==> config.mk <==
export PLATFORM = sky130hd
export DESIGN_NAME = fdc_seek_sense
export DESIGN_NICKNAME = d
export VERILOG_FILES = /design/src/core/fdc_cmd_pkg.sv /design/src/core/fdc_byte_fifo.sv /design/src/core/fdc_seek_sense.sv
export SDC_FILE = /design/constraint.sdc
export NUM_CORES = 1
export LEC_CHECK = 0
export ABC_CLOCK_PERIOD_IN_PS = 8900
export BUFFER_PORTS_ARGS = -buffer_cell sky130_fd_sc_hd__buf_2
export CAP_MARGIN = 20
export CORE_AREA = 4 4 189 191
export DETAILED_ROUTE_END_ITERATION = 8
export DIE_AREA = 0 0 193 195
export HOLD_SLACK_MARGIN = 0.1
export PLACE_DENSITY = 0.74
export SLEW_MARGIN = 15
export SYNTH_ARGS = -nofsm -noshare
export SYNTH_HDL_FRONTEND = slang
export SYNTH_SLANG_ARGS = --single-unit
export TNS_END_PERCENT = 1
==> constraint.sdc <==
create_clock -name sys_clk -period 8.9 [get_ports sys_clk]
set_input_delay 0 -clock sys_clk [delete_from_list [all_inputs] [get_ports sys_clk]]
set_output_delay 0 -clock sys_clk [all_outputs]
set_load 0.005 [all_outputs]
==> src/core/fdc_cmd_pkg.sv <==
package fdc_cmd_pkg;
    // Opcodes, low five bits of byte one
    localparam logic [4:0] OP_SCAN_EQ = 5'h11;
    localparam logic [4:0] OP_SCAN_LE = 5'h19;
    localparam logic [4:0] OP_SCAN_HE = 5'h1D;
    localparam logic [4:0] OP_SEEK = 5'h0F;
    localparam logic [4:0] OP_SENSE_DRV = 5'h04;
    localparam logic [4:0] OP_SENSE_INT = 5'h08;
    // Full first byte of a sense interrupt
    localparam logic [7:0] SENSE_INT_FULL = 8'h08;
    // Command lengths in bytes
    localparam int SCAN_LEN = 9;
    localparam int SEEK_LEN = 3;
    localparam int SEEK_LEN_ETR = 4;
    localparam int SDS_LEN = 2;
    // Status register 0 cause codes, bits 7..5
    localparam logic [2:0] CAUSE_READY = 3'h6;
    localparam logic [2:0] CAUSE_SEEK_OK = 3'h1;
    localparam logic [2:0] CAUSE_SEEK_BAD = 3'h3;
    // Invalid command answer
    localparam logic [7:0] INVALID_ST0 = 8'h80;
    // Scan termination codes in bits 3..2
    localparam logic [1:0] SCAN_EQUAL = 2'h2;
    localparam logic [1:0] SCAN_STRICT = 2'h0;
    localparam logic [1:0] SCAN_NOT_MET = 2'h1;
    // Field positions of the second command byte
    localparam int HEAD_BIT = 2;
    localparam int IMPLIED_BIT = 7;
    // One timing unit is 1 ms
    localparam int CLK_HZ = 25000000;
    localparam int UNIT_US = 1000;
    localparam int UNIT_CYCLES = CLK_HZ / 1000000 * UNIT_US;
    localparam logic [3:0] SRT_RESET = 4'h0;
    localparam logic [6:0] MNT_RESET = 7'h00;
    localparam int MNT_ZERO_AS = 128;
    localparam int STEP_BASE = 16;

    typedef enum logic [1:0] {SCAN_MODE_EQ, SCAN_MODE_LE, SCAN_MODE_HE} scan_mode_t;

    // Scan parameters for the data path
    typedef struct packed {
        logic multiTrack;
        logic modulationSelect;
        logic skipDeleted;
        logic impliedSeek;
        logic headSelect;
        logic [1:0] driveSelect;
        logic [7:0] track;
        logic [7:0] headNum;
        logic [7:0] sector;
        logic [7:0] sizeCode;
        logic [7:0] endSector;
        logic [7:0] gapLength;
        logic [7:0] sectorStep;
    } scan_params_t;

    // Drive step interface
    typedef struct packed {
        logic stepPulse;
        logic headDirIn;
        logic [1:0] drive;
    } step_out_t;

    // Status register 3 inputs
    typedef struct packed {
        logic fault;
        logic writeProt;
        logic ready;
        logic track0;
        logic twoSide;
    } drv_sense_t;
endpackage

==> src/core/fdc_byte_fifo.sv <==
module fdc_byte_fifo #(
    parameter int WIDTH = 8,
    parameter int DEPTH = 16
) (
    input wire logic clk,
    input wire logic rst,
    input wire logic inValid,
    output logic inReady,
    input wire logic [WIDTH-1:0] inData,
    output logic outValid,
    input wire logic outReady,
    output logic [WIDTH-1:0] outData
);
    localparam int AW = $clog2(DEPTH);
    logic [WIDTH-1:0] mem [DEPTH];
    logic [AW-1:0] wrPtr_r;
    logic [AW-1:0] rdPtr_r;
    logic [AW:0] count_r;
    logic doWr;
    logic doRd;

    // Handshakes
    assign inReady = (count_r != (AW+1)'(DEPTH));
    assign outValid = (count_r != '0);
    assign doWr = inValid && inReady;
    assign doRd = outValid && outReady;
    assign outData = mem[rdPtr_r];

    // Storage
    always_ff @(posedge clk) begin
        if (doWr) begin
            mem[wrPtr_r] <= inData;
        end
    end

    // Pointers and fill level
    always_ff @(posedge clk) begin
        if (rst) begin
            wrPtr_r <= '0;
            rdPtr_r <= '0;
            count_r <= '0;
        end else begin
            if (doWr) begin
                wrPtr_r <= (wrPtr_r == AW'(DEPTH-1)) ? '0 : wrPtr_r + 1'b1;
            end
            if (doRd) begin
                rdPtr_r <= (rdPtr_r == AW'(DEPTH-1)) ? '0 : rdPtr_r + 1'b1;
            end
            count_r <= count_r + (AW+1)'(doWr) - (AW+1)'(doRd);
        end
    end
endmodule

==> src/core/fdc_seek_sense.sv <==
// What this block does
// Seek compares target to present track, steps
// Accepted seek sets that drive's busy flag
// Wait motor-on delay before first step
// Steps come from polling, not command phase
// Step interval equals programmed step rate
// Interrupt one step period later, no result
// Host seeks one drive, only sense interrupt
// Extended range adds fourth seek byte
// Sense drive status returns one byte, no interrupt
// Sense interrupt returns status, track, nibble only with extended range
// Interrupt on result entry or non-DMA transfer
// Interrupt on seek end or ready change
// Result/transfer interrupts clear on data access
// Seek/ready interrupts held until first result read
// Cause encoded in status zero bits 7..5
// Codes 110 ready, 001 normal, 011 abnormal
// Sense interrupt with none pending is invalid
// Scan takes nine bytes, compares data
// Low five bits 11001 decode scan low-or-equal
// Scan bits 3..2: 10 equal, 00 strict, 01 miss
// Second byte: bit 2 head, bits 1..0 drive
// After stepping, present track becomes target
module fdc_seek_sense #(
    parameter int TRACK_W = 12,
    parameter int FIFO_DEPTH = 16,
    parameter int UNIT_CYCLES = fdc_cmd_pkg::UNIT_CYCLES
) (
    input wire logic sys_clk,
    input wire logic rst,
    input wire logic cmdValid,
    output logic cmdReady,
    input wire logic [7:0] cmdByte,
    output logic resValid,
    input wire logic resReady,
    output logic [7:0] resByte,
    input wire logic extended_track_range,
    input wire logic [3:0] stepRateCode,
    input wire logic [6:0] motorOnCode,
    input wire logic specifyLoad,
    input wire logic resultEntry,
    input wire logic nonDmaXfer,
    input wire logic dataRegAccess,
    input wire logic [3:0] driveReady,
    input wire logic pollEnable,
    input wire logic abortSeek,
    input wire fdc_cmd_pkg::drv_sense_t driveSense,
    input wire logic scanDone,
    input wire logic scanEqual,
    input wire logic scanCondMet,
    output fdc_cmd_pkg::scan_params_t scanParams,
    output fdc_cmd_pkg::scan_mode_t scanMode,
    output logic scanStart,
    output logic [1:0] scanResultCode,
    output fdc_cmd_pkg::step_out_t stepOut,
    output logic [3:0] drive_seek_busy_flag,
    output logic [TRACK_W-1:0] presentTrack [4],
    output logic intReq,
    output logic commandBusy
);
    typedef enum logic [2:0] {ST_IDLE, ST_CMD, ST_MOTOR, ST_RESULT} ph_t;

    // Head and drive fields of byte two
    function automatic logic [2:0] head_drive(input logic [7:0] b);
        return {b[fdc_cmd_pkg::HEAD_BIT], b[1:0]};
    endfunction

    ph_t phase_r;
    logic [7:0] cmdBuf_r [9];
    logic [3:0] cmdCnt_r;
    logic [3:0] cmdLen;
    logic [7:0] resBuf_r [3];
    logic [1:0] resCnt_r;
    logic [1:0] resLen_r;
    logic [3:0] srt_r;
    logic [6:0] mnt_r;
    logic [19:0] unitCnt_r;
    logic unitTick;
    logic slotDone;
    logic seekEnd;
    logic readyChg;
    logic [7:0] motorCnt_r;
    logic [4:0] stepCnt_r;
    logic seeking_r;
    logic [1:0] seekDrv_r;
    logic seekHead_r;
    logic [TRACK_W-1:0] target_r;
    logic [TRACK_W-1:0] ptr_r [4];
    logic stepPending_r;
    logic lastStepDone_r;
    logic autoInt_r;
    logic seekInt_r;
    logic [2:0] cause_r;
    logic [1:0] causeDrv_r;
    logic causeHead_r;
    logic [3:0] rdyPrev_r;
    logic fifoValid;
    logic fifoTake;
    logic [7:0] fifoByte;
    logic firstRead;
    logic [4:0] op;

    ////////////////////////////////////////////////////////////////
    // Command byte buffer
    fdc_byte_fifo #(.WIDTH(8), .DEPTH(FIFO_DEPTH)) cmdFifo (
        .clk(sys_clk),
        .rst(rst),
        .inValid(cmdValid),
        .inReady(cmdReady),
        .inData(cmdByte),
        .outValid(fifoValid),
        .outReady(fifoTake),
        .outData(fifoByte)
    );

    // Drain only while collecting
    assign fifoTake = fifoValid && (phase_r == ST_IDLE || phase_r == ST_CMD);
    assign op = (phase_r == ST_IDLE) ? fifoByte[4:0] : cmdBuf_r[0][4:0];

    // Command length from the first byte
    always_comb begin
        unique case (op)
            fdc_cmd_pkg::OP_SCAN_EQ, fdc_cmd_pkg::OP_SCAN_LE,
            fdc_cmd_pkg::OP_SCAN_HE: cmdLen = 4'(fdc_cmd_pkg::SCAN_LEN);
            fdc_cmd_pkg::OP_SEEK: cmdLen = extended_track_range ?
                4'(fdc_cmd_pkg::SEEK_LEN_ETR) : 4'(fdc_cmd_pkg::SEEK_LEN);
            fdc_cmd_pkg::OP_SENSE_DRV: cmdLen = 4'(fdc_cmd_pkg::SDS_LEN);
            default: cmdLen = 4'h1;
        endcase
    end

    ////////////////////////////////////////////////////////////////
    // 1 ms tick and specify values
    assign unitTick = (unitCnt_r == 20'(UNIT_CYCLES - 1));

    always_ff @(posedge sys_clk) begin
        if (rst || unitTick) begin
            unitCnt_r <= '0;
        end else begin
            unitCnt_r <= unitCnt_r + 20'h00001;
        end
    end

    always_ff @(posedge sys_clk) begin
        if (rst) begin
            srt_r <= fdc_cmd_pkg::SRT_RESET;
            mnt_r <= fdc_cmd_pkg::MNT_RESET;
        end else if (specifyLoad) begin
            srt_r <= stepRateCode;
            mnt_r <= motorOnCode;
        end
    end

    ////////////////////////////////////////////////////////////////
    // Command, motor-on and result phases
    always_ff @(posedge sys_clk) begin
        if (rst) begin
            phase_r <= ST_IDLE;
            cmdCnt_r <= '0;
            resCnt_r <= '0;
            resLen_r <= '0;
            motorCnt_r <= '0;
            scanStart <= 1'b0;
            scanMode <= fdc_cmd_pkg::SCAN_MODE_EQ;
            scanParams <= '0;
            cmdBuf_r <= '{default: '0};
            resBuf_r <= '{default: '0};
        end else begin
            scanStart <= 1'b0;
            unique case (phase_r)
                ST_IDLE, ST_CMD: begin
                    if (fifoTake) begin
                        cmdBuf_r[cmdCnt_r] <= fifoByte;
                        if (cmdCnt_r + 4'h1 == cmdLen) begin
                            cmdCnt_r <= '0;
                            phase_r <= ST_RESULT;
                            resCnt_r <= '0;
                            resLen_r <= 2'h0;
                            unique case (op)
                                fdc_cmd_pkg::OP_SEEK: begin
                                    phase_r <= ST_MOTOR;
                                    motorCnt_r <= (mnt_r == '0) ? 8'(fdc_cmd_pkg::MNT_ZERO_AS) : {1'b0, mnt_r};
                                end
                                fdc_cmd_pkg::OP_SENSE_DRV: begin
                                    // One byte, no interrupt
                                    resBuf_r[0] <= {driveSense, head_drive(fifoByte)};
                                    resLen_r <= 2'h1;
                                end
                                fdc_cmd_pkg::OP_SENSE_INT: begin
                                    if (fifoByte == fdc_cmd_pkg::SENSE_INT_FULL && seekInt_r) begin
                                        resBuf_r[0] <= {cause_r, 2'b00, causeHead_r, causeDrv_r};
                                        resBuf_r[1] <= ptr_r[causeDrv_r][7:0];
                                        resBuf_r[2] <= {4'(ptr_r[causeDrv_r] >> 8), 4'h0};
                                        resLen_r <= extended_track_range ? 2'h3 : 2'h2;
                                    end else begin
                                        resBuf_r[0] <= fdc_cmd_pkg::INVALID_ST0;
                                        resLen_r <= 2'h1;
                                    end
                                end
                                fdc_cmd_pkg::OP_SCAN_EQ, fdc_cmd_pkg::OP_SCAN_LE, fdc_cmd_pkg::OP_SCAN_HE: begin
                                    phase_r <= ST_IDLE;
                                    scanStart <= 1'b1;
                                    scanMode <= (op == fdc_cmd_pkg::OP_SCAN_LE) ? fdc_cmd_pkg::SCAN_MODE_LE :
                                        (op == fdc_cmd_pkg::OP_SCAN_HE) ? fdc_cmd_pkg::SCAN_MODE_HE :
                                        fdc_cmd_pkg::SCAN_MODE_EQ;
                                    scanParams <= {cmdBuf_r[0][7:5], cmdBuf_r[1][fdc_cmd_pkg::IMPLIED_BIT],
                                        head_drive(cmdBuf_r[1]), cmdBuf_r[2], cmdBuf_r[3], cmdBuf_r[4],
                                        cmdBuf_r[5], cmdBuf_r[6], cmdBuf_r[7], fifoByte};
                                end
                                default: begin
                                    resBuf_r[0] <= fdc_cmd_pkg::INVALID_ST0;
                                    resLen_r <= 2'h1;
                                end
                            endcase
                        end else begin
                            cmdCnt_r <= cmdCnt_r + 4'h1;
                            phase_r <= ST_CMD;
                        end
                    end
                end
                ST_MOTOR: begin
                    if (unitTick) begin
                        motorCnt_r <= motorCnt_r - 8'h01;
                        if (motorCnt_r == 8'h01) begin
                            phase_r <= ST_IDLE;
                        end
                    end
                end
                ST_RESULT: begin
                    if (resLen_r == '0) begin
                        phase_r <= ST_IDLE;
                    end else if (resValid && resReady) begin
                        resCnt_r <= resCnt_r + 2'h1;
                        if (resCnt_r + 2'h1 == resLen_r) begin
                            phase_r <= ST_IDLE;
                        end
                    end
                end
                default: phase_r <= ST_IDLE;
            endcase
        end
    end

    assign resValid = (phase_r == ST_RESULT) && (resCnt_r < resLen_r);
    assign resByte = resBuf_r[resCnt_r];
    assign firstRead = resValid && resReady && resCnt_r == '0;
    assign commandBusy = (phase_r != ST_IDLE);

    ////////////////////////////////////////////////////////////////
    // Seek start and polled stepping
    always_ff @(posedge sys_clk) begin
        if (rst) begin
            seeking_r <= 1'b0;
            seekDrv_r <= '0;
            seekHead_r <= 1'b0;
            target_r <= '0;
            stepPending_r <= 1'b0;
            lastStepDone_r <= 1'b0;
            stepCnt_r <= '0;
            stepOut <= '0;
            drive_seek_busy_flag <= '0;
            for (int i = 0; i < 4; i++) begin
                ptr_r[i] <= '0;
            end
        end else begin
            stepOut.stepPulse <= 1'b0;
            if (phase_r == ST_CMD && fifoTake && cmdCnt_r + 4'h1 == cmdLen && op == fdc_cmd_pkg::OP_SEEK) begin
                seeking_r <= 1'b1;
                seekDrv_r <= cmdBuf_r[1][1:0];
                seekHead_r <= cmdBuf_r[1][fdc_cmd_pkg::HEAD_BIT];
                stepOut.drive <= cmdBuf_r[1][1:0];
                drive_seek_busy_flag[cmdBuf_r[1][1:0]] <= 1'b1;
                target_r <= extended_track_range ? TRACK_W'({fifoByte[7:4], cmdBuf_r[2]}) : TRACK_W'(fifoByte);
                stepPending_r <= 1'b0;
                lastStepDone_r <= 1'b0;
                stepCnt_r <= '0;
            end else if (seeking_r && phase_r != ST_MOTOR && pollEnable && unitTick) begin
                // One step per step-rate slot
                if (slotDone) begin
                    stepCnt_r <= '0;
                    if (seekEnd) begin
                        // Slot after the last step ends the seek
                        seeking_r <= 1'b0;
                        drive_seek_busy_flag[seekDrv_r] <= 1'b0;
                    end else begin
                        stepOut.stepPulse <= 1'b1;
                        stepOut.headDirIn <= (target_r > ptr_r[seekDrv_r]);
                        ptr_r[seekDrv_r] <= (target_r > ptr_r[seekDrv_r]) ?
                            ptr_r[seekDrv_r] + 1'b1 : ptr_r[seekDrv_r] - 1'b1;
                    end
                end else begin
                    stepCnt_r <= stepCnt_r + 5'h01;
                end
            end
        end
    end

    assign presentTrack = ptr_r;

    ////////////////////////////////////////////////////////////////
    // Interrupt sources and clearing
    assign slotDone = stepCnt_r + 5'h01 >= 5'(fdc_cmd_pkg::STEP_BASE) - {1'b0, srt_r};
    assign seekEnd = seeking_r && phase_r != ST_MOTOR && pollEnable && unitTick && slotDone
        && (abortSeek || ptr_r[seekDrv_r] == target_r);
    assign readyChg = pollEnable && (driveReady != rdyPrev_r);

    always_ff @(posedge sys_clk) begin
        if (rst) begin
            rdyPrev_r <= '0;
        end else if (pollEnable) begin
            rdyPrev_r <= driveReady;
        end
    end

    always_ff @(posedge sys_clk) begin
        if (rst) begin
            autoInt_r <= 1'b0;
        end else if (resultEntry || nonDmaXfer) begin
            autoInt_r <= 1'b1;
        end else if (dataRegAccess || firstRead) begin
            autoInt_r <= 1'b0;
        end
    end

    always_ff @(posedge sys_clk) begin
        if (rst) begin
            seekInt_r <= 1'b0;
            cause_r <= '0;
            causeDrv_r <= '0;
            causeHead_r <= 1'b0;
        end else if (seekEnd) begin
            seekInt_r <= 1'b1;
            cause_r <= abortSeek ? fdc_cmd_pkg::CAUSE_SEEK_BAD : fdc_cmd_pkg::CAUSE_SEEK_OK;
            causeDrv_r <= seekDrv_r;
            causeHead_r <= seekHead_r;
        end else if (readyChg) begin
            seekInt_r <= 1'b1;
            cause_r <= fdc_cmd_pkg::CAUSE_READY;
        end else if (firstRead && resLen_r >= 2'h2) begin
            seekInt_r <= 1'b0;
        end
    end

    assign intReq = autoInt_r || seekInt_r;

    // Scan termination code for status register 2
    assign scanResultCode = !scanDone ? 2'h0 : scanEqual ? fdc_cmd_pkg::SCAN_EQUAL :
        scanCondMet ? fdc_cmd_pkg::SCAN_STRICT : fdc_cmd_pkg::SCAN_NOT_MET;
endmodule

# == Yosys cells after proc, flatten, opt, wreduce, memory -nomap -nowiden ==
# Memory sizes are Yosys's and may differ from the RTL's. A register that Yosys moved wholly into a read port is not among the register bits.
# Index checks and enable logic that the tools add are counted.
# word_totals
regBits,308
ram_bits,128
inputBits,42
memories,1
# op_classes
addsub,12
order_cmp,14
eq_ne,29
n_mux,80
bitwise,15
reduce_logical,57
# memory_table
name,depth,word_bits,read_ports,rd_clocked_by_memory_dff,write_ports,line_no,rtl
cmdFifo.mem,16,8,1,1,1,fdc_byte_fifo.sv:15,logic [WIDTH-1:0] mem [DEPTH];
# ops
op,count
$mux W12,7
$bwmux W72,1
$mux W8,9
$bmux W12 S2,2
$bwmux W48,1
$mux W4,9
$demux W8 S4,1
$mux W3,10
$demux W12 S2,1
$pmux W8 S3,1
$mux W2,11
$logic_and A1 B1 Y1,21
$add A20 B1 Y20 const B,1
$eq A20 B15 Y1 const B,1
$reduce_and A5 Y1,4
$bmux W8 S2,1
$mux W1,16
$pmux W8 S2,1
$eq A5 B5 Y1 const B,3
$reduce_bool A2 Y1,7
$add A12 B1 Y12 const B,1
$add A4 B1 Y4 const B,3
$eq A12 B12 Y1,1
$gt A12 B12 Y1,1
54 further kinds,93

# == Logic depth before layout (Yosys ltp) ==
# Gate-level depths: netlist (run 1).
# logic_depth
ltp_word,11
mapped_depth,23
depth_no_buf,21

# == By module ==
# A second synthesis (run 1) with hierarchy kept.
# hier_totals
hier_cells,1839
hier_area_um2,18825.6
# modules_own_cells
mod,n_inst,cells_per_inst,area_each_um2,seq_area_each_um2
fdc_seek_sense,1,1534,13007.5,5645.4
fdc_byte_fifo,1,305,5818.1,4184.0

# == Least setup slack after synthesis (run 1) ==
# No wires, ideal clock.
# synth_path
kind,register to register
from,register seekDrv_r[0]
to,register ptr_r (netlist bit presentTrack[10])
setup_ps,133
arrival_time_ps,5194
setup_slack_ps,3573
stages_incl_launch_ff,24
synth_period_minus_slack_ps,5327
path_cell_list,dfxtp_1 > clkbuf_1 > buf_1 > mux4_2 > inv_1 > ha_1 > a21o_1 > a21o_1 > a21oi_1 > nor2_1 > a211oi_1 > a21oi_1 > inv_1 > ha_1 > a21o_1 > a21oi_1 > o21bai_1 > a21oi_1 > o21bai_1 > a21oi_1 > o21bai_1 > and3b_1 > o31ai_1 > o21ai_0
# synth_between
elab_chain_len,9
elab_cells_between_ends,19
classes_between,add/sub: 2; order compare: 3; eq/ne: 1; mux: 7; bitwise: 2; reduce/logical: 4
# synth_lines
element,line_no,rtl
start: declaration,fdc_seek_sense.sv:85,logic [1:0] seekDrv_r;
start signal: assignment,fdc_seek_sense.sv:269,seekDrv_r <= cmdBuf_r[1][1:0];
$not A2 Y3 *,"fdc_seek_sense.sv:288, fdc_seek_sense.sv:289, fdc_seek_sense.sv:304",
"parallel branches: the longest is 8 deep, another holds $sub A12 B1 Y12",n/a,
end signal: indexed assignment,fdc_seek_sense.sv:288,ptr_r[seekDrv_r] <= (target_r > ptr_r[seekDrv_r]) ?
end: declaration,fdc_seek_sense.sv:88,logic [TRACK_W-1:0] ptr_r [4];
# Mark *: on every way between the ends. The select of a mux whose other input is x is not followed.
# A chain may end at the register's enable or synchronous reset.

# == Final worst setup path (run 1) ==
# layout_path
from,register seekDrv_r[1]
to,register ptr_r (netlist bit presentTrack[34])
# Same word-level chain as after synthesis.

==> flow_summary.json, run 1 <==
{
  "routabilityCongestion": 0.850,
  "antenna_cells": 0,
  "grt_pass1_vias": 13600,
  "io_buffer_count": 177,
  "area_delta_synth_final_pct": 17.5,
  "antenna_found_initial": 1,
  "rsz0062_at_grt": "no",
  "ir_drop_mv": 0.174,
  "cts_tree": "built",
  "grt_max_degree": 128,
  "synth_nets": 1890,
  "dieHeight_um": 195,
  "drive_gt1_share_pct": 17.4,
  "layout_min_cycle_time_ps": 5300,
  "status": "complete, no violations",
  "max-cap-violations": 0,
  "clk_path_buf_depth": 3,
  "arrival_ps": 5700,
  "hold_violations": 0,
  "hold_path_class": "in -> out",
  "required_ps": 9300,
  "grt_pass1_wl_mm": 73.4,
  "vias": 14200,
  "wl_per_cell_um": 18.8,
  "clkTransAtPathRegs_ps": 60,
  "finClkSkew_ps": 22.5,
  "antenna_left": 0,
  "clock_latency_ps": 550,
  "synthesis.area_um2": 18500,
  "start_util_pct": 54.1,
  "grt_overflow": 0,
  "vias_per_cell": 5.72,
  "cts_made_buffers": 44,
  "setup.worst_path.end_class": "flip-flop",
  "fin_tns_setup_ps": 0,
  "holdWs_ps": 225,
  "fp.dieW_um": 193,
  "num_io_pins": 178,
  "htree_levels": 2,
  "worst_pin_slew_ps": 1100,
  "dieArea_um2": 37600,
  "synth-seq-cells": 427,
  "async_flop_share_pct": 0,
  "synth_cells": 1796,
  "p_leak_nw": 8.09,
  "ys_warn_count": 0,
  "setup_viol": 0,
  "drc_errors": 0,
  "synth_seq_area_share_pct": 53.2,
  "drt_pass1_iterations": 6,
  "drtIter0Drc": 1084,
  "slew_headroom_pct": 26.6,
  "core_um2": 34100,
  "drt-total-wl_mm": 46.6,
  "p_per_area_nw_per_um2": 247,
  "track_usage_pct": 24.3,
  "dpl.hpwl_mm": 30.0,
  "fill_cells": 2664,
  "row_count": 68,
  "synthFlopType": "dfxtp_1",
  "fin_crit_sh_pct": 59.6,
  "nets": 2086,
  "clock_sinks": 427,
  "crit_fanout": 11,
  "slew_viol_final": 0,
  "cp-start-kind": "flip-flop",
  "syn_avg_cell_area_um2": 10.3,
  "clock.fmax_mhz": 189,
  "cts-root-buf": "clkbuf_16",
  "synth_edf_count": 128,
  "synth.distinct_cells": 71,
  "path_class": "reg -> reg"
}
sequential cells by signal (all words and copies together) (netlist names), 5 cells and up, named ones only:
| name | count |
|---|---|
| cmdBuf_r | 60 |
| stepCnt_r | 5 |
| resBuf_r | 20 |
| cmdFifo.count_r | 5 |
| mnt_r | 7 |
| unitCnt_r | 20 |
| presentTrack | 48 |
| scanParams | 63 |
| target_r | 12 |
| motorCnt_r | 8 |
| cmdFifo.mem | 128 |
cell usage in the layout (no fill, tap or decap), drive strengths merged, types with 12 or more instances in the layout:
master	instances
nand2	290
xnor2	18
dfxtp	299
mux4	61
inv	55
dlygate4sd3	67
edfxtp	128
mux2i	44
nor2	159
xor2	29
nor3	24
a21o	13
a211oi	18
nand4	12
clkbuf	67
buf	194
ha	50
nand3	101
o21ai	75
a21oi	178
Yosys cell counts, types with 13 or more instances:
master,n,area share [%]
buf_2,13,0.35
a211oi_1,18,0.73
xnor2_1,17,0.81
ha_1,50,3.4
edfxtp_1,128,21
mux2i_1,44,2.4
nand2_1,290,5.9
a21oi_1,177,4.8
nor3_1,24,0.65
xor2_1,29,1.4
a21o_1,13,0.53
clkbuf_1,67,1.4
nand3_1,101,2.7
inv_1,52,1.1
mux4_2,61,7.4
dfxtp_1,299,32
nor2_1,156,3.2
o21ai_0,69,1.9
logic make-up (layout without fill, tap and decap cells):
group	count (synthesis)	count (layout)	synth area share, %
buf+inv	165	397	4.07
fa+ha+maj	52	52	3.60
simple gates	654	654	15.7
xor+xnor	47	47	2.27
mux	109	109	10.1
flops	427	427	53.2
compound gates	342	342	11.1
per-stage QoR:
stage / instance area (um2) / std cells / utilization (%) / total power, mW / setup slack [ps]
5_1_grt: 21700 / 2483 / 63.6 / 5.62 / 3160
6_report: 21700 / 2483 / 63.6 / 5.36 / 3600
2_1_floorplan: 18500 / 1796 / - / 3.20 / 3570
3_5_place_dp: 19500 / 2332 / 57.2 / 3.50 / 3660
3_3_place_gp: 19500 / 2331 / 57.2 / 3.45 / 3920
4_1_cts: 21700 / 2481 / 63.5 / 5.38 / 3660
final timing paths:
check / startpoint / endpoint / depth (start not counted) / slack, ps
max: seekDrv_r[1]$_SDFFE_PP0P_ / presentTrack[34]$_SDFFE_PP0P_ / 22 / 3600
min reg2reg: scanParams[38]$_SDFFE_PP0P_ / scanParams[38]$_SDFFE_PP0P_ / 2 / 450
max reg2reg: seekDrv_r[1]$_SDFFE_PP0P_ / presentTrack[34]$_SDFFE_PP0P_ / 22 / 3600
min: scanCondMet / scanResultCode[0] / 3 / 230
cell type report:
cell class / count / area [um2] / share of cell area (%)
clock inverters: 15 / 195 / 0.899
repair buffers: 261 / 1720 / 7.92
multi-input cells: 1204 / 7910 / 36.4
flip-flops and latches: 427 / 9830 / 45.3
clock buffers: 67 / 1280 / 5.89
well taps: 455 / 569 / 2.62
inverters: 54 / 203 / 0.934
metal layers:
layer / routed length [um] / global-route usage, % / vias to the layer above
met5: 13 / 0 / -
met4: 1230 / 6.98 / 2
met3: 3870 / 4.65 / 82
met2: 21800 / 38.6 / 537
met1: 19700 / 34.3 / 6834
li1: - / - / 6750
critical path, stage by stage (launching register included):
cell and delay, ps:
dfxtp_1 590, buf_4 310, mux4_2 350, inv_1 90
ha_1 240, a21o_1 180, a21o_1 170, a21oi_1 150
nor2_1 60, a211oi_1 210, a21oi_1 150, inv_1 370
ha_1 340, a21o_1 180, a21oi_1 220, o21bai_1 100
a21oi_1 250, o21bai_1 100, a21oi_1 220, o21bai_1 100
and3b_1 160, o31ai_1 440, o21ai_0 170
where the power goes:
| part | internal [mW] | leakage, nW | total, mW | switching, mW |
|---|---|---|---|---|
| sequential | 2.10 | 3.58 | 2.18 | 0.0781 |
| clock | 1.11 | 0.717 | 1.86 | 0.748 |
| combinational | 0.477 | 3.80 | 1.33 | 0.852 |
what timing repair did:
item,4_1_cts,5_1_grt
hold endpoints to repair,268,0
hold buffers,67,0
gates resized for setup,0,0
setup buffers,0,0
Power figures use the tool's default switching activity.
==> run 2: changes to the inputs <==
- ABC_CLOCK_PERIOD_IN_PS: 8900 -> 5280
- clock period: 8.9 -> 5.28 ns (I/O delays scaled with it)
==> run 2 against run 1 <==
  * Register-to-register slack got worse by 3200 ps
  * Worst setup slack got worse by 3200 ps
  * First-iteration DRC count increased by 20%
  * Cell area decreased by 0.18%
==> flow_summary.json, run 2 (synthesis gave the netlist of run 1 again) <==
{
  "status": "complete, no violations",
  "htree_levels": 2,
  "power_frac_clock_pct": 34.3,
  "cts-root-buf": "clkbuf_16",
  "p_per_area_nw_per_um2": 420,
  "crit_fanout": 16,
  "clock.fmax_mhz": 203,
  "top_usage_layer": "met2",
  "p_int_mw": 6.22,
  "holdWs_ps": 226,
  "row_count": 68,
  "cts_made_buffers": 44,
  "setup.worst_path.end_class": "flip-flop",
  "drtIter0Drc": 1300,
  "finalNonFillerCells": 2474,
  "antenna_found_initial": 0,
  "grt_use_met1_pct": 35.5,
  "start_util_pct": 54.1,
  "clkTransAtPathRegs_ps": 60,
  "switchingPower_mw": 2.87,
  "max-cap-violations": 0,
  "vias": 14200,
  "core_um2": 34100,
  "path_class": "reg -> reg",
  "setup_viol": 0,
  "clock_sinks": 427,
  "hold_violations": 0,
  "routabilityCongestion": 0.856,
  "ir_drop_mv": 0.267,
  "slew_viol_final": 0,
  "pwr-share-seq_pct": 40.5,
  "io_buffer_count": 177,
  "globalRouteMet2Util_pct": 37.5,
  "placed_cells": 2340,
  "p_leak_nw": 8.06,
  "p_comb_share_pct": 25.2,
  "nets": 2078,
  "layout_min_cycle_time_ps": 4920,
  "top_regs": "cmdFifo.mem (128), scanParams (63), cmdBuf_r (60)",
  "grt_pass1_vias": 13500,
  "drc_errors": 0,
  "swShare_pct": 31.6,
  "drive_gt1_share_pct": 18.2,
  "regArea_um2": 9830,
  "dieArea_um2": 37600,
  "arrival_ps": 5330,
  "mostFrequentLayoutCell": "dfxtp_1",
  "antenna_cells": 0,
  "slew_headroom_pct": 26.6,
  "cts_setup_buffers": 0,
  "track_usage_pct": 24.2,
  "grt_max_degree": 87,
  "drt-total-wl_mm": 46.5,
  "fin_crit_sh_pct": 93.2,
  "hold_path_class": "in -> out",
  "antenna_left": 0,
  "drt_pass1_iterations": 5,
  "fill_cells": 2685,
  "cp-start-kind": "flip-flop",
  "fin_tns_setup_ps": 0,
  "multi_input_area_um2": 7940,
  "grt_overflow": 0,
  "wl_per_cell_um": 18.8,
  "final_cell_mix": "298 x dfxtp_1, 290 x nand2_1, 176 x buf_2, 174 x a21oi_1, 156 x nor2_1",
  "cts_tree": "built",
  "dieHeight_um": 195,
  "dpl.hpwl_mm": 30.7,
  "num_io_pins": 178,
  "largest_reg_flops": 128,
  "rsz0062_at_grt": "no",
  "area_delta_synth_final_pct": 17.3,
  "required_ps": 5690,
  "fp.dieW_um": 193,
  "clock_latency_ps": 550,
  "finClkSkew_ps": 21.1,
  "worst_pin_slew_ps": 1100,
  "regMostFlops": "cmdFifo.mem",
  "grt_pass1_wl_mm": 73.5,
  "clk_path_buf_depth": 3,
  "grtUsageMet3_pct": 4.54,
  "vias_per_cell": 5.75
}
==> run 2: path summary, 6_finish.rpt <==
path | from | to | slack (ps) | cells after the start
max | seekDrv_r[0]$_SDFFE_PP0P_ | presentTrack[10]$_SDFFE_PP0P_ | 360 | 22
min | scanCondMet | scanResultCode[0] | 230 | 3
min reg2reg | scanParams[38]$_SDFFE_PP0P_ | scanParams[38]$_SDFFE_PP0P_ | 450 | 2
max reg2reg | seekDrv_r[0]$_SDFFE_PP0P_ | presentTrack[10]$_SDFFE_PP0P_ | 360 | 22
==> run 2: power by group through the flow <==
| stage | logic, mW | clock network, mW | registers [mW] |
|---|---|---|---|
| floorplan | 1.71 | 0 | 3.69 |
| global route | 2.49 | 3.31 | 3.70 |
| CTS | 2.25 | 3.16 | 3.68 |
| finish | 2.29 | 3.12 | 3.69 |
| global placement | 2.15 | 0 | 3.74 |
| detailed placement | 2.21 | 0 | 3.75 |
==> run 2: critical path: stages, from the launching register on <==
cell and delay [ps]:
dfxtp_1 430, buf_12 210, mux4_2 540, inv_1 80, ha_1 230, a21o_1 180, a21o_1 180, a21oi_1 190
nor2_1 70, a211oi_1 300, a21oi_2 140, inv_1 180, ha_1 290, a21o_1 190, a21oi_1 220, o21bai_1 110
a21oi_2 190, o21bai_1 100, a21oi_2 200, o21bai_1 110, and3b_1 200, o31ai_4 300, o21ai_0 130
==> run 2: what timing repair did <==
item,in CTS,in global routing
hold buffers,52,0
setup endpoints to repair,0,4
gates resized for setup,0,5
endpoints found under the hold margin,220,0
==> run 2: layout make-up <==
cell class                 instances  area share, %
clock inverter                    15          0.693
clock buffer                      66           6.13
tap                              455           2.63
multi-input combinational       1204           36.7
timing repair buffer             253           7.58
sequential                       427           45.4
inverter                          54          0.936
==> run 2: stage by stage <==
stage                     power (mW)  area, um2  utilization [%]  setup WS (ps)
after floorplan                 5.40      18500                -            136
after global placement          5.89      19600             57.5            434
after detailed placement        5.95      19600             57.5            208
after CTS                       9.10      21600             63.4            172
after global routing            9.51      21700             63.5           5.91
final                           9.09      21700             63.5            359
==> run 2: layer usage <==
metal  up-vias  routed length (um)
met2       568               21300
met4         0                 947
li1       6742                   -
met3        79                3980
met5         -                   0
met1      6843               20300
==> run 3: changes to the inputs <==
- CORE_AREA: 4 4 189 191 -> 4 4 265 137
- DIE_AREA: 0 0 193 195 -> 0 0 269 141
==> run 3 against run 2 <==
  * Register-to-register slack got worse by 120 ps
  * Final cell count about the same
  * Non-clock buffer count increased by 18
  * Critical path depth unchanged
  * Via count increased by 3.6%
  * Clock skew increased by 9.4 ps
  * Worst setup slack got worse by 120 ps
  * Core utilization about the same
  * Combinational power increased by 4%
  * Critical path type unchanged
  * Largest cell class unchanged
==> flow_summary.json, run 3 (synthesis gave the netlist of run 1 again) <==
{
  "path_buf_inv": 4,
  "cts_tree": "built",
  "top_regs": "cmdFifo.mem (128), scanParams (63), cmdBuf_r (60)",
  "drive_gt1_share_pct": 18.5,
  "io_buffer_count": 177,
  "clock.fmax_mhz": 198,
  "drc_errors": 0,
  "antenna_found_initial": 3,
  "grt_pass1_vias": 13800,
  "max_stage_delay_ps": 560,
  "clkTransAtPathRegs_ps": 70,
  "grt_overflow": 0,
  "slew_viol_final": 0,
  "final_util_pct": 63.5,
  "hold_violations": 0,
  "wl_met1_mm": 23.9,
  "drt_pass1_iterations": 6,
  "core_um2": 34100,
  "num_io_pins": 178,
  "ir_drop_mv": 0.303,
  "drtIter0Drc": 1786,
  "path_cells": "buf_12 -> mux4_2 -> inv_1 -> ha_1 -> a21o_1 -> a21o_1 -> a21oi_1 -> nor2_1 -> a211oi_1 -> a21oi_2 -> inv_1 -> buf_4 -> ha_1 -> a21oi_2 -> o21bai_1 -> a21oi_1 -> o21bai_1 -> a21oi_2 -> o21bai_1 -> and3b_1 -> o31ai_2 -> o21ai_0",
  "row_count": 48,
  "wl_per_cell_um": 21.2,
  "path_class": "reg -> reg",
  "area_delta_synth_final_pct": 17.1,
  "nets": 2090,
  "dpl.hpwl_mm": 36.6,
  "cp_slowest_cell": "mux4_2",
  "layout_min_cycle_time_ps": 5040,
  "crit_path_start": "seekDrv_r[0]$_SDFFE_PP0P_",
  "clock_sinks": 427,
  "fin_crit_sh_pct": 95.4,
  "wl_met2_mm": 20.8,
  "max-cap-violations": 0,
  "status": "complete, no violations",
  "r2r_cells": 22,
  "r2r_slack_ps": 240,
  "setup.worst_path.end_class": "flip-flop",
  "arrival_ps": 5430,
  "p_leak_nw": 8.08,
  "fp.dieW_um": 269,
  "track_usage_pct": 27.5,
  "timing.rr.start": "seekDrv_r[0]$_SDFFE_PP0P_",
  "slew_headroom_pct": 25.4,
  "crit_cells": 22,
  "vias_per_cell": 5.96,
  "rsz0062_at_grt": "no",
  "clk_path_buf_depth": 3,
  "fill_cells": 2731,
  "top_layer": "met5",
  "wl_met3_mm": 6.70,
  "final_cell_mix": "295 x dfxtp_1, 290 x nand2_1, 176 x buf_2, 174 x a21oi_1, 156 x nor2_1",
  "grt_pass1_wl_mm": 80.8,
  "cp_top_family": "compound AO/OA/AOI/OAI gates",
  "clock_latency_ps": 550,
  "drt-total-wl_mm": 52.5,
  "largest_reg_flops": 128,
  "grt_max_degree": 96,
  "p_per_area_nw_per_um2": 416,
  "dieHeight_um": 141,
  "crit_fanout": 9,
  "hold_path_class": "in -> reg",
  "r2r-end": "presentTrack[34]$_SDFFE_PP0P_",
  "cp-start-kind": "flip-flop",
  "start_util_pct": 54.2,
  "vias": 14700,
  "htree_levels": 2,
  "fin_tns_setup_ps": 0,
  "worst_pin_slew_ps": 1120,
  "cts_made_buffers": 38,
  "finClkSkew_ps": 30.5,
  "required_ps": 5670,
  "endpoint": "presentTrack[34]$_SDFFE_PP0P_",
  "cts-root-buf": "clkbuf_16",
  "setup_viol": 0,
  "antenna_left": 0,
  "regMostFlops": "cmdFifo.mem",
  "dieArea_um2": 37900,
  "antenna_cells": 0,
  "routabilityCongestion": 0.908,
  "mostFrequentLayoutCell": "dfxtp_1"
}
==> run 3: cell count changes in the layout (fill, tap and decap cells not counted), sizes merged <==
cell	change
clkinvlp	-1
bufinv	+1
clkbuf	-15
buf	+10
inv	-1
dlygate4sd3	+8
clkinv	+4
==> run 3: through the flow <==
step | cells | total power [mW] | hold slack, ps | cell area, um2 | worst slack, ps
3_3_place_gp | 2344 | 5.98 | 210 | 19700 | 313
6_report | 2475 | 9.00 | 128 | 21600 | 240
3_5_place_dp | 2344 | 6.04 | 220 | 19700 | 175
5_1_grt | 2475 | 9.37 | 165 | 21600 | 26.8
2_1_floorplan | 1796 | 5.40 | 33.0 | 18500 | 136
4_1_cts | 2473 | 8.97 | 113 | 21600 | 108
==> run 3: where the power goes <==
part / internal (mW) / switching (mW)
clock network: 1.63 / 1.26
logic: 0.850 / 1.54
registers: 3.53 / 0.181
==> run 3: how the worst min path moves through the flow <==
stage / start / to / slack [ps] / depth (start not counted)
after floorplan: scanEqual / scanResultCode[0] / 30 / 1
after global placement: resultEntry / autoInt_r$_SDFFE_PP0P_ / 210 / 3
after detailed placement: resultEntry / autoInt_r$_SDFFE_PP0P_ / 220 / 3
after CTS: driveSense[4] / resBuf_r[23]$_SDFFE_PP0P_ / 110 / 5
after global routing: driveSense[4] / resBuf_r[23]$_SDFFE_PP0P_ / 170 / 5
final: driveSense[4] / resBuf_r[23]$_SDFFE_PP0P_ / 130 / 5
==> run 3: area by class of cell <==
cell class | instances | area [um2] | area share (%)
Sequential cell | 427 | 9840 | 45.5
Tap cell | 450 | 563 | 2.60
Multi-Input combinational cell | 1204 | 7940 | 36.7
Timing Repair Buffer | 271 | 1790 | 8.28
Clock buffer | 51 | 1100 | 5.11
Inverter | 54 | 203 | 0.938
Clock inverter | 18 | 180 | 0.833
==> run 3: what timing repair did <==
| item | in CTS | in global routing |
|---|---|---|
| hold endpoints to repair | 234 | 0 |
| buffers inserted | 0 | 0 |
| hold buffers | 60 | 0 |
| gates resized for setup | 0 | 7 |
| endpoints found under the setup margin | 0 | 11 |
==> run 3: worst register-to-register path: stages (launching register included) <==
cell      delay [ps]
dfxtp_2          390
buf_12           160
mux4_2           570
inv_1             90
ha_1             240
a21o_1           190
a21o_1           170
a21oi_1          130
nor2_1            50
a211oi_1         280
a21oi_2          130
inv_1            180
buf_4            230
ha_1             300
a21oi_2          190
o21bai_1          80
a21oi_1          260
o21bai_1         140
a21oi_2          250
o21bai_1         110
and3b_1          180
o31ai_2          370
o21ai_0          170
==> run 3: routing by layer <==
metal	up-vias	global-route usage, %
met4	4	5.93
met3	95	9.23
met5	-	0.129
met1	7091	42.9
li1	6755	-
met2	800	36.7
